### config.mk
export PLATFORM = sky130hd
export DESIGN_NAME = smram_and_error_report_regs
export DESIGN_NICKNAME = d
export VERILOG_FILES = /design/src/smram_err_pkg.sv /design/src/smram_and_error_report_regs.sv /design/src/reset_release.sv
export SDC_FILE = /design/constraint.sdc
export NUM_CORES = 1
export LEC_CHECK = 0
export BUFFER_PORTS_ARGS = -buffer_cell sky130_fd_sc_hd__buf_2
export CELL_PAD_IN_SITES_DETAIL_PLACEMENT = 0
export CELL_PAD_IN_SITES_GLOBAL_PLACEMENT = 2
export CORE_ASPECT_RATIO = 2
export CORE_MARGIN = 5
export CORE_UTILIZATION = 32
export DETAILED_ROUTE_END_ITERATION = 12
export PLACE_DENSITY_LB_ADDON = 0.1
export RECOVER_POWER = 25
export SETUP_SLACK_MARGIN = 0.5
export SLEW_MARGIN = 10
export SYNTH_ARGS = -nofsm -noshare
export SYNTH_HDL_FRONTEND = slang
export SYNTH_HIERARCHICAL = 1
export SYNTH_SLANG_ARGS = --single-unit
export TNS_END_PERCENT = 5
### constraint.sdc
create_clock -name clk_sys -period 3.88 [get_ports clk_sys]
set_input_delay 0.776 -clock clk_sys [delete_from_list [all_inputs] [get_ports clk_sys]]
set_output_delay 0.776 -clock clk_sys [all_outputs]
set_load 0.01 [all_outputs]
### src/smram_err_pkg.sv
// constants, field layouts and carrier types for the smram and error register block
// Function
// - global and high smram enable remap high window onto dram a0000-bffff.
// - once locked, high enable, segment size and segment enable ignore writes.
// - non-smm access to high or top segment with open clear sets bit 6.
// - cacheable and both cache enable bits read 1; control resets to 38h.
// - size 00=1mb, 01=2mb, 10=8mb, 11 reserved; segment ends at usable top.
// - enabled top segment serves smm requests only; others go to hub link.
// - top segment decodes only with global enable and segment enable set.
// - nine-bit top of memory holds address 35:27; resets to 0001h.
// - serr message on flag rise when its enable and pci serr enable set.
// - flags other than thermal set regardless of enables and stay until software writes one.
// - thermal flag sets only if a message went; no message while set.
// - locked processor access that misses dram sets bit 9.
// - 1024 enqueued refreshes set refresh timeout bit 8.
// - multi-bit error sets bit 1, logs, then freezes logs until cleared.
// - single-bit error sets bit 0 and logs; later ones leave logs.
// - multi-bit error after pending single-bit overwrites logs; reverse does not.
// - error flags clear only on a software write of one or a power good reset.
// - serr enables at bits 11, 9, 8, 1, 0 gate messages; reset 0.
// - smi message for multi-bit error on bit 1, single-bit on bit 0.
// - lock forces open to 0; only full reset clears lock.
// - open set and lock clear make smm dram visible outside smm.
// - global enable required for extended functions; read only once locked.
package smram_err_pkg;

  // configuration byte addresses
  localparam logic [7:0]  ADDR_ESMRAM    = 8'h9e;
  localparam logic [7:0]  ADDR_TOM_LO    = 8'ha0;
  localparam logic [7:0]  ADDR_TOM_HI    = 8'ha1;
  localparam logic [7:0]  ADDR_STS_LO    = 8'hc8;
  localparam logic [7:0]  ADDR_STS_HI    = 8'hc9;
  localparam logic [7:0]  ADDR_SERR_LO   = 8'hca;
  localparam logic [7:0]  ADDR_SERR_HI   = 8'hcb;
  localparam logic [7:0]  ADDR_SMI_LO    = 8'hcc;
  localparam logic [7:0]  ADDR_SMI_HI    = 8'hcd;

  // extended smram control fields
  localparam int          ESM_HIGH_EN    = 7;
  localparam int          ESM_INVALID    = 6;
  localparam logic [7:0]  ESM_FIXED_ONES = 8'h38;
  localparam int          ESM_SIZE_LSB   = 1;
  localparam int          ESM_TOP_SMRAM_SEGMENT_EN    = 0;

  // top of memory
  localparam int          TOM_W          = 9;
  localparam logic [8:0]  TOM_RESET      = 9'h001;
  localparam int          TOM_SHIFT      = 27;
  localparam int          LOW_USABLE_DRAM_TOP_W        = 5;

  // error flag positions and masks
  localparam int          FLG_SBE        = 0;
  localparam int          FLG_MBE        = 1;
  localparam int          FLG_RTO        = 8;
  localparam int          FLG_LCK        = 9;
  localparam int          FLG_THM        = 11;
  localparam logic [15:0] STS_MASK       = 16'h0b03;
  localparam logic [15:0] SMI_MASK       = 16'h0003;

  // address windows
  localparam logic [35:0] HIGH_BASE      = 36'h0_feda_0000;
  localparam logic [35:0] HIGH_LAST      = 36'h0_fedb_ffff;
  localparam logic [35:0] LEGACY_BASE    = 36'h0_000a_0000;
  localparam int          WIN_BITS       = 17;
  localparam logic [35:0] SIZE_1MB       = 36'h0_0010_0000;
  localparam logic [35:0] SIZE_2MB       = 36'h0_0020_0000;
  localparam logic [35:0] SIZE_8MB       = 36'h0_0080_0000;
  localparam logic [1:0]  SZ_RESERVED    = 2'h3;

  // refresh backlog limit
  localparam logic [10:0] REFRESH_LIMIT  = 11'h400;

  typedef enum logic [1:0] {MSG_SERR, MSG_SMI, MSG_SCI} msg_type_t;

  typedef struct packed {
    logic        valid;
    logic [35:0] addr;
    logic        smm;
    logic        lock;
  } cpu_req_t;

  typedef struct packed {
    logic        valid;
    logic        dram;
    logic [35:0] addr;
  } route_t;

  typedef struct packed {
    logic [32:7] addr;
    logic        channel;
    logic [1:0]  device;
    logic [7:0]  syndrome;
  } ecc_log_t;

  typedef struct packed {
    logic       valid;
    msg_type_t  kind;
    logic [3:0] source;
  } hub_msg_t;

endpackage : smram_err_pkg

### src/smram_and_error_report_regs.sv
// smram decode controls, top of memory and sticky error reporting
`timescale 1ns/100ps
module smram_and_error_report_regs (
  // clock and resets
  input  wire logic                       clk_sys,
  input  wire logic                       nrst,
  input  wire logic                       power_good,
  // configuration byte port
  input  wire logic                       cfg_wr,
  input  wire logic                       cfg_rd,
  input  wire logic [7:0]                 cfg_addr,
  input  wire logic [7:0]                 cfg_wdata,
  output logic [7:0]                      cfg_rdata,
  output logic                            cfg_rd_ack,
  // state held in neighbouring registers
  input  wire logic                       global_smram_enable,
  input  wire logic                       smram_lock,
  input  wire logic                       smram_open,
  input  wire logic [4:0]                 low_usable_dram_top,
  input  wire logic                       pci_serr_enable,
  input  wire logic                       thermal_smi_enable,
  input  wire logic                       thermal_sci_enable,
  // processor requests and routing
  input  wire smram_err_pkg::cpu_req_t    cpu_req,
  output smram_err_pkg::route_t           route,
  // error events
  input  wire logic                       thermal_trip,
  input  wire logic                       refresh_enq,
  input  wire logic                       refresh_done,
  input  wire logic                       ecc_sbe,
  input  wire logic                       ecc_mbe,
  input  wire smram_err_pkg::ecc_log_t    ecc_info,
  output smram_err_pkg::ecc_log_t         ecc_log,
  // hub link messages
  output smram_err_pkg::hub_msg_t         hub_msg,
  input  wire logic                       hub_msg_ready
);
  import smram_err_pkg::*;

  logic rst_n;
  logic pg_rst_n;

  reset_release u_sys_rst (
    .clk_sys (clk_sys),
    .arst_n  (nrst),
    .srst_n  (rst_n)
  );

  // sticky state survives ordinary resets, only power loss clears it
  reset_release u_pg_rst (
    .clk_sys (clk_sys),
    .arst_n  (power_good),
    .srst_n  (pg_rst_n)
  );

  function automatic logic [35:0] seg_size(input logic [1:0] sz);
    case (sz)
      2'h0:    seg_size = SIZE_1MB;
      2'h1:    seg_size = SIZE_2MB;
      default: seg_size = SIZE_8MB;
    endcase
  endfunction : seg_size

  function automatic logic [7:0] pick_byte(input logic [15:0] w, input logic hi);
    pick_byte = hi ? w[15:8] : w[7:0];
  endfunction : pick_byte

  // register state
  logic             high_en_reg, high_en_next;
  logic [1:0]       top_smram_segment_size_reg, top_smram_segment_size_next;
  logic             top_smram_segment_en_reg, top_smram_segment_en_next;
  logic             invalid_reg, invalid_next;
  logic [TOM_W-1:0] tom_reg, tom_next;
  logic [15:0]      serr_en_reg, serr_en_next;
  logic [15:0]      smi_en_reg, smi_en_next;
  logic [15:0]      sts_reg, sts_next;
  logic [15:0]      pend_reg, pend_next;
  logic [10:0]      rfq_reg, rfq_next;
  ecc_log_t         log_next;
  route_t           route_next;
  hub_msg_t         msg_next;
  logic [7:0]       rdata_next;

  // address decode
  logic        in_high, in_top_smram_segment, smm_ok, hit_high, hit_top_smram_segment, hit_low, bad_access;
  logic [35:0] low_usable_dram_top_addr, top_smram_segment_base;

  always_comb begin
    low_usable_dram_top_addr = {4'h0, low_usable_dram_top, 27'h0};
    top_smram_segment_base  = low_usable_dram_top_addr - seg_size(top_smram_segment_size_reg);
    in_high    = cpu_req.addr >= HIGH_BASE && cpu_req.addr <= HIGH_LAST;
    in_top_smram_segment    = cpu_req.addr >= top_smram_segment_base && cpu_req.addr < low_usable_dram_top_addr;
    smm_ok     = cpu_req.smm || (smram_open && !smram_lock);
    hit_high   = global_smram_enable && high_en_reg && in_high;
    hit_top_smram_segment   = global_smram_enable && top_smram_segment_en_reg && in_top_smram_segment
                 && top_smram_segment_size_reg != SZ_RESERVED;
    hit_low    = cpu_req.addr < low_usable_dram_top_addr;
    route_next.valid = cpu_req.valid;
    route_next.addr  = cpu_req.addr;
    if (hit_high) begin
      route_next.dram = smm_ok;
      if (smm_ok) begin
        route_next.addr = LEGACY_BASE | {19'h0, cpu_req.addr[WIN_BITS-1:0]};
      end
    end else if (hit_top_smram_segment) begin
      route_next.dram = smm_ok;
    end else begin
      route_next.dram = hit_low;
    end
    bad_access = cpu_req.valid && (hit_high || hit_top_smram_segment)
                 && !cpu_req.smm && !(smram_open && !smram_lock);
  end

  // config write strobes
  logic wr_esm, wr_tom_lo, wr_tom_hi, wr_sts_lo, wr_sts_hi;
  logic wr_serr_lo, wr_serr_hi, wr_smi_lo;

  always_comb begin
    wr_esm     = cfg_wr && cfg_addr == ADDR_ESMRAM;
    wr_tom_lo  = cfg_wr && cfg_addr == ADDR_TOM_LO;
    wr_tom_hi  = cfg_wr && cfg_addr == ADDR_TOM_HI;
    wr_sts_lo  = cfg_wr && cfg_addr == ADDR_STS_LO;
    wr_sts_hi  = cfg_wr && cfg_addr == ADDR_STS_HI;
    wr_serr_lo = cfg_wr && cfg_addr == ADDR_SERR_LO;
    wr_serr_hi = cfg_wr && cfg_addr == ADDR_SERR_HI;
    wr_smi_lo  = cfg_wr && cfg_addr == ADDR_SMI_LO;
  end

  // smram control and top of memory
  always_comb begin
    high_en_next   = high_en_reg;
    top_smram_segment_size_next = top_smram_segment_size_reg;
    top_smram_segment_en_next   = top_smram_segment_en_reg;
    tom_next       = tom_reg;
    if (wr_esm && !smram_lock) begin
      high_en_next   = cfg_wdata[ESM_HIGH_EN];
      top_smram_segment_size_next = cfg_wdata[ESM_SIZE_LSB +: 2];
      top_smram_segment_en_next   = cfg_wdata[ESM_TOP_SMRAM_SEGMENT_EN];
    end
    if (wr_tom_lo) begin
      tom_next[7:0] = cfg_wdata;
    end
    if (wr_tom_hi) begin
      tom_next[8] = cfg_wdata[0];
    end
  end

  always_ff @(posedge clk_sys or negedge rst_n) begin
    if (!rst_n) begin
      high_en_reg   <= 1'b0;
      top_smram_segment_size_reg <= 2'h0;
      top_smram_segment_en_reg   <= 1'b0;
      tom_reg       <= TOM_RESET;
    end else begin
      high_en_reg   <= high_en_next;
      top_smram_segment_size_reg <= top_smram_segment_size_next;
      top_smram_segment_en_reg   <= top_smram_segment_en_next;
      tom_reg       <= tom_next;
    end
  end

  // enables and refresh backlog
  logic rfq_full;

  always_comb begin
    serr_en_next = serr_en_reg;
    smi_en_next  = smi_en_reg;
    if (wr_serr_lo) begin
      serr_en_next[7:0] = cfg_wdata & STS_MASK[7:0];
    end
    if (wr_serr_hi) begin
      serr_en_next[15:8] = cfg_wdata & STS_MASK[15:8];
    end
    if (wr_smi_lo) begin
      smi_en_next[7:0] = cfg_wdata & SMI_MASK[7:0];
    end
    rfq_next = rfq_reg;
    rfq_full = rfq_reg == REFRESH_LIMIT;
    if (refresh_enq && !refresh_done && !rfq_full) begin
      rfq_next = rfq_reg + 11'h001;
    end else if (refresh_done && !refresh_enq && rfq_reg != 11'h000) begin
      rfq_next = rfq_reg - 11'h001;
    end
  end

  always_ff @(posedge clk_sys or negedge rst_n) begin
    if (!rst_n) begin
      serr_en_reg <= 16'h0000;
      smi_en_reg  <= 16'h0000;
      rfq_reg     <= 11'h000;
    end else begin
      serr_en_reg <= serr_en_next;
      smi_en_reg  <= smi_en_next;
      rfq_reg     <= rfq_next;
    end
  end

  // sticky flags, logs and pending messages
  logic [15:0] ev, clr, serr_ok, smi_ok, sci_ok, any_ok, rise, sent;
  logic        thm_msg;

  always_comb begin
    serr_ok = serr_en_reg & {16{pci_serr_enable}};
    smi_ok  = smi_en_reg;
    sci_ok  = 16'h0000;
    smi_ok[FLG_THM] = thermal_smi_enable;
    sci_ok[FLG_THM] = thermal_sci_enable;
    any_ok  = serr_ok | smi_ok | sci_ok;
    // flag only when a message goes out
    thm_msg = thermal_trip && !sts_reg[FLG_THM] && any_ok[FLG_THM];
    ev = 16'h0000;
    ev[FLG_SBE] = ecc_sbe;
    ev[FLG_MBE] = ecc_mbe;
    ev[FLG_RTO] = refresh_enq && !refresh_done && rfq_reg == REFRESH_LIMIT - 11'h001;
    ev[FLG_LCK] = cpu_req.valid && cpu_req.lock && !route_next.dram;
    ev[FLG_THM] = thm_msg;
    clr = 16'h0000;
    if (wr_sts_lo) begin
      clr[7:0] = cfg_wdata;
    end
    if (wr_sts_hi) begin
      clr[15:8] = cfg_wdata;
    end
    sts_next = ((sts_reg & ~clr) | ev) & STS_MASK;
    rise     = ev & ~sts_reg & STS_MASK;
    invalid_next = bad_access || (invalid_reg && !(wr_esm && cfg_wdata[ESM_INVALID]));
    log_next = ecc_log;
    if (ecc_mbe && !sts_reg[FLG_MBE]) begin
      log_next = ecc_info;
    // single-bit logs only when nothing held
    end else if (ecc_sbe && !sts_reg[FLG_SBE] && !sts_reg[FLG_MBE]) begin
      log_next = ecc_info;
    end
  end

  // flags and logs live on power good
  always_ff @(posedge clk_sys or negedge pg_rst_n) begin
    if (!pg_rst_n) begin
      sts_reg     <= 16'h0000;
      invalid_reg <= 1'b0;
      ecc_log     <= '0;
    end else begin
      sts_reg     <= sts_next;
      invalid_reg <= invalid_next;
      ecc_log     <= log_next;
    end
  end

  // message sender: one pending bit per flag, lowest position first
  logic [3:0] pick;
  logic       have;
  logic       slot_free;

  always_comb begin
    pick = 4'h0;
    have = 1'b0;
    for (int i = 15; i >= 0; i--) begin
      if (pend_reg[i]) begin
        pick = 4'(i);
        have = 1'b1;
      end
    end
    slot_free = !hub_msg.valid || hub_msg_ready;
    msg_next  = hub_msg;
    sent      = 16'h0000;
    if (hub_msg.valid && hub_msg_ready) begin
      msg_next.valid = 1'b0;
    end
    if (slot_free && have) begin
      sent[pick]     = 1'b1;
      msg_next.valid = 1'b1;
      msg_next.source = pick;
      if (serr_ok[pick]) begin
        msg_next.kind = MSG_SERR;
      end else if (smi_ok[pick]) begin
        msg_next.kind = MSG_SMI;
      end else begin
        msg_next.kind = MSG_SCI;
      end
    end
    pend_next = ((pend_reg & ~sent) | (rise & any_ok)) & STS_MASK;
  end

  always_ff @(posedge clk_sys or negedge rst_n) begin
    if (!rst_n) begin
      pend_reg <= 16'h0000;
      hub_msg  <= '0;
    end else begin
      pend_reg <= pend_next;
      hub_msg  <= msg_next;
    end
  end

  // registered route and config read
  logic [7:0] esm_view;

  always_comb begin
    esm_view = ESM_FIXED_ONES;
    esm_view[ESM_HIGH_EN] = high_en_reg;
    esm_view[ESM_INVALID] = invalid_reg;
    esm_view[ESM_SIZE_LSB +: 2] = top_smram_segment_size_reg;
    esm_view[ESM_TOP_SMRAM_SEGMENT_EN] = top_smram_segment_en_reg;
    unique case (cfg_addr)
      ADDR_ESMRAM:  rdata_next = esm_view;
      ADDR_TOM_LO:  rdata_next = tom_reg[7:0];
      ADDR_TOM_HI:  rdata_next = {7'h00, tom_reg[8]};
      ADDR_STS_LO:  rdata_next = pick_byte(sts_reg, 1'b0);
      ADDR_STS_HI:  rdata_next = pick_byte(sts_reg, 1'b1);
      ADDR_SERR_LO: rdata_next = pick_byte(serr_en_reg, 1'b0);
      ADDR_SERR_HI: rdata_next = pick_byte(serr_en_reg, 1'b1);
      ADDR_SMI_LO:  rdata_next = pick_byte(smi_en_reg, 1'b0);
      ADDR_SMI_HI:  rdata_next = pick_byte(smi_en_reg, 1'b1);
      default:      rdata_next = 8'h00;
    endcase
  end

  always_ff @(posedge clk_sys or negedge rst_n) begin
    if (!rst_n) begin
      cfg_rdata  <= 8'h00;
      cfg_rd_ack <= 1'b0;
      route      <= '0;
    end else begin
      cfg_rdata  <= cfg_rd ? rdata_next : 8'h00;
      cfg_rd_ack <= cfg_rd;
      route      <= route_next;
    end
  end

endmodule : smram_and_error_report_regs

### src/reset_release.sv
// reset synchroniser: asynchronous assertion, two-flop release
`timescale 1ns/100ps
module reset_release (
  // clock and raw reset
  input  wire logic clk_sys,
  input  wire logic arst_n,
  // released reset
  output logic      srst_n
);
  logic meta_reg;

  always_ff @(posedge clk_sys or negedge arst_n) begin
    if (!arst_n) begin
      meta_reg <= 1'b0;
      srst_n   <= 1'b0;
    end else begin
      meta_reg <= 1'b1;
      srst_n   <= meta_reg;
    end
  end
endmodule : reset_release

==> results.py <==
metrics = {
    "logic_synthesis": {
        "ys_seq_elements": 136,
        "synth_area_leaders": "dfrtp_1 54%, mux2_2 8.4%, ha_1 6.0%",
        "yosysSeqAreaShare_pct": 54.2,
        "yosys.area.top_type_share_pct": 53.8,
        "synth_warnings": 6,
        "synth_top_cell_by_area": "dfrtp_1",
        "synth_edf_count": 0,
        "syn_inst": 528,
        "synth_area_um2": 6280,
        "syn_avg_cell_area_um2": 11.9,
        "ys.flop_type": "dfrtp_1",
        "synthTopCellsByCount": "135 x dfrtp_1, 47 x mux2_2, 43 x nand2_1",
        "post-synth-top-count-cell": "dfrtp_1",
        "synth-async-reset-ratio_pct": 100,
        "synth.distinct_cells": 66,
    },
    "detailed_routing": {
        "wl_per_cell_um": 18.9,
        "drt_wl_total_um": 19100,
        "firstDrtPassIters": 4,
        "vias_per_cell": 4.82,
        "drt_iter0_drc": 126,
        "drc": 0,
        "ant_nets": 0,
        "vias": 4880,
    },
    "finish": {
        "largest_reg_flops": 38,
        "drive_gt1_share_pct": 37.1,
        "area_delta_synth_final_pct": 30.5,
        "nNetsFinal": 881,
        "final_cells": 1013,
        "fillers": 1912,
    },
    "worst_hold_path": {
        "hold_class": "input port to asynchronous set/reset pin",
    },
    "critical_path": {
        "rr_worst_depth": 11,
        "worstPathArrival_ns": 3.48,
        "critPathSlowestCell": "or4_1",
        "r2r_end": "rfq_reg[10]",
        "crit_path_end_kind": "register",
        "slowest_delay_ns": 0.59,
        "start_kind": "register",
        "critPathKind": "register to register",
        "r2r_slack_ns": 0.68,
        "path_max_fanout": 8,
        "r2r-start": "rfq_reg[8]",
        "path_cells": "or4_1 -> nor4_4 -> a21oi_2 -> nand2_4 -> ha_1 -> a21oi_1 -> nor2b_1 -> a311o_1 -> nand4_1 -> a21oi_1 -> mux4_2",
        "required_ns": 4.16,
        "cp_common_cell": "a21oi_1",
    },
    "pwr": {
        "cellLeakagePower_nw": 3.88,
        "vdd_drop_max_uv": 289,
        "powerDensity_nw_per_um2": 541,
        "total_power_w": 0.00444,
    },
    "timing": {
        "skew_ns": 0.00777,
        "period_minus_slack_ns": 3.20,
        "slew_headroom_pct": -94.5,
        "hold_viol_final": 0,
        "clock.fmax_mhz": 313,
        "slew_violations": 115,
        "fin_tns_setup_ns": 0,
        "fin_ws_ns": 0.684,
        "worstMarginPinSlew_ns": 2.92,
        "finalCritPeriodShare_pct": 82.4,
        "grt_setup_unrepaired": "no",
        "setup_violations": 0,
    },
    "cts": {
        "cts_tree": "built",
        "clkTransAtPathRegs_ns": 0.06,
        "root_buffer": "clkbuf_16",
        "postCtsHoldBufs": 0,
        "numCtsBuffers": 17,
        "h-tree-depth": 4,
        "clkSinkCount": 136,
        "clk_latency_ns": 0.41,
        "clk_path_buf_depth": 2,
    },
    "grt": {
        "grt_use_total_pct": 17.6,
        "antenna_found_initial": 5,
        "grt_pass1_wl_um": 29900,
        "grt-ovfl-total": 0,
        "grt_max_degree": 71,
        "grt_pass1_vias": 5408,
    },
    "floorplan": {
        "num_io_pins": 205,
        "dieWidth_um": 109,
        "die_h_um": 208,
        "initial_core_util_pct": 32.4,
        "core_area_um2": 19400,
        "num_rows": 72,
        "dieArea_um2": 22700,
    },
    "placement": {
        "place_ws_ns": 0.415,
        "port_buffers": 203,
        "dp.cells": 974,
        "routabilityCongestion": 0.754,
        "dp_hpwl_um": 15500,
    },
    "outcome": {
        "outcome": "finished with violations",
        "violations": "max-capacitance violations, max-slew violations",
    },
    "run": {
        "cap_violations": 2,
    },
}
through the flow:
step                      area (um^2)  hold WS [ns]  utilization (%)
after floorplan                  6290         0.331                -
after global placement           7580         0.338             39.1
after detailed placement         7580         0.349             39.1
after CTS                        8190         0.114             42.3
after global routing             8200         0.111             42.3
final                            8200         0.138             42.3
final cells by class:
cell class                      instances  area (um^2)  area share [%]
Clock inverter                         14          173            2.11
Multi-Input combinational cell        358         2770            33.8
Sequential cell                       136         3400            41.5
Antenna cell                            5         12.5           0.153
Inverter                               15         56.3           0.687
Timing Repair Buffer                  208         1020            12.5
Clock buffer                           18          439            5.36
Tap cell                              259          324            3.95
worst max-delay path: cells and delay by family, from the launching register on:
family                     cells  cell delay, ns
and+or+nand+nor                5            1.26
muxes                          1            0.29
adders and majority gates      1            0.29
AOI/OAI and AO/OA              4            0.81
DFF                            1            0.42
layout by cell type (no fill, tap or decap), types with 7 or more instances in the layout:
master and n:
nand2b_1 9, o21ai_0 11, and3_1 8, clkbuf_16 17, buf_2 177, nand2_1 42, clkbuf_1 26, mux2_1 14
nand4_1 8, mux2_2 47, nor2_1 20, inv_1 15, nor2b_1 7, nor4_1 8, xnor2_1 10, a21oi_1 24
dfrtp_1 135, ha_1 30, o21ai_1 10, nand3_1 11, and2_1 10
worst max path at each step:
stage,startpoint,to,cells after the start
2_1_floorplan,rfq_reg[2],rfq_reg[10],11
3_3_place_gp,rfq_reg[2],rfq_reg[8],11
3_5_place_dp,rfq_reg[3],rfq_reg[10],11
4_1_cts,rfq_reg[3],rfq_reg[8],11
5_1_grt,u_sys_rst/srst_n,serr_en_reg[1],0
6_report,rfq_reg[8],rfq_reg[10],11
layer usage:
| layer | share of wire, % | vias up | global-route usage, % |
|---|---|---|---|
| li1 | - | 2327 | - |
| met3 | 4.6 | 20 | 3.75 |
| met2 | 61 | 123 | 34.4 |
| met4 | 2.0 | 0 | 7.63 |
| met5 | 0 | - | 0 |
| met1 | 33 | 2410 | 16.8 |
logic make-up (layout without fill, tap and decap cells):
group | count (synthesis) | in the layout | synth area share (%)
AOI/OAI and AO/OA | 89 | 89 | 9.30
xor gates and xnor gates | 11 | 11 | 1.53
DFF | 136 | 136 | 54.2
muxes | 66 | 66 | 12.1
buffers and inverters | 36 | 255 | 2.35
other | 3 | 10 | 0.179
and+or+nand+nor | 156 | 156 | 14.0
adders and majority gates | 31 | 31 | 6.29
report_power, final:
group	internal, W	switching [W]	leakage, nW	total (W)
clock	0.00103	0.000634	0.297	0.00167
combinational	0.000478	0.000543	1.92	0.00102
sequential	0.00159	0.000158	1.67	0.00175
timing repair:
action,4_1_cts,5_1_grt
pin swaps,0,2
setup buffers,0,2
gates cloned,0,0
gates resized for setup,1,4
setup endpoints to repair,2,4
Note: power is estimated with default switching activity, not from simulation.
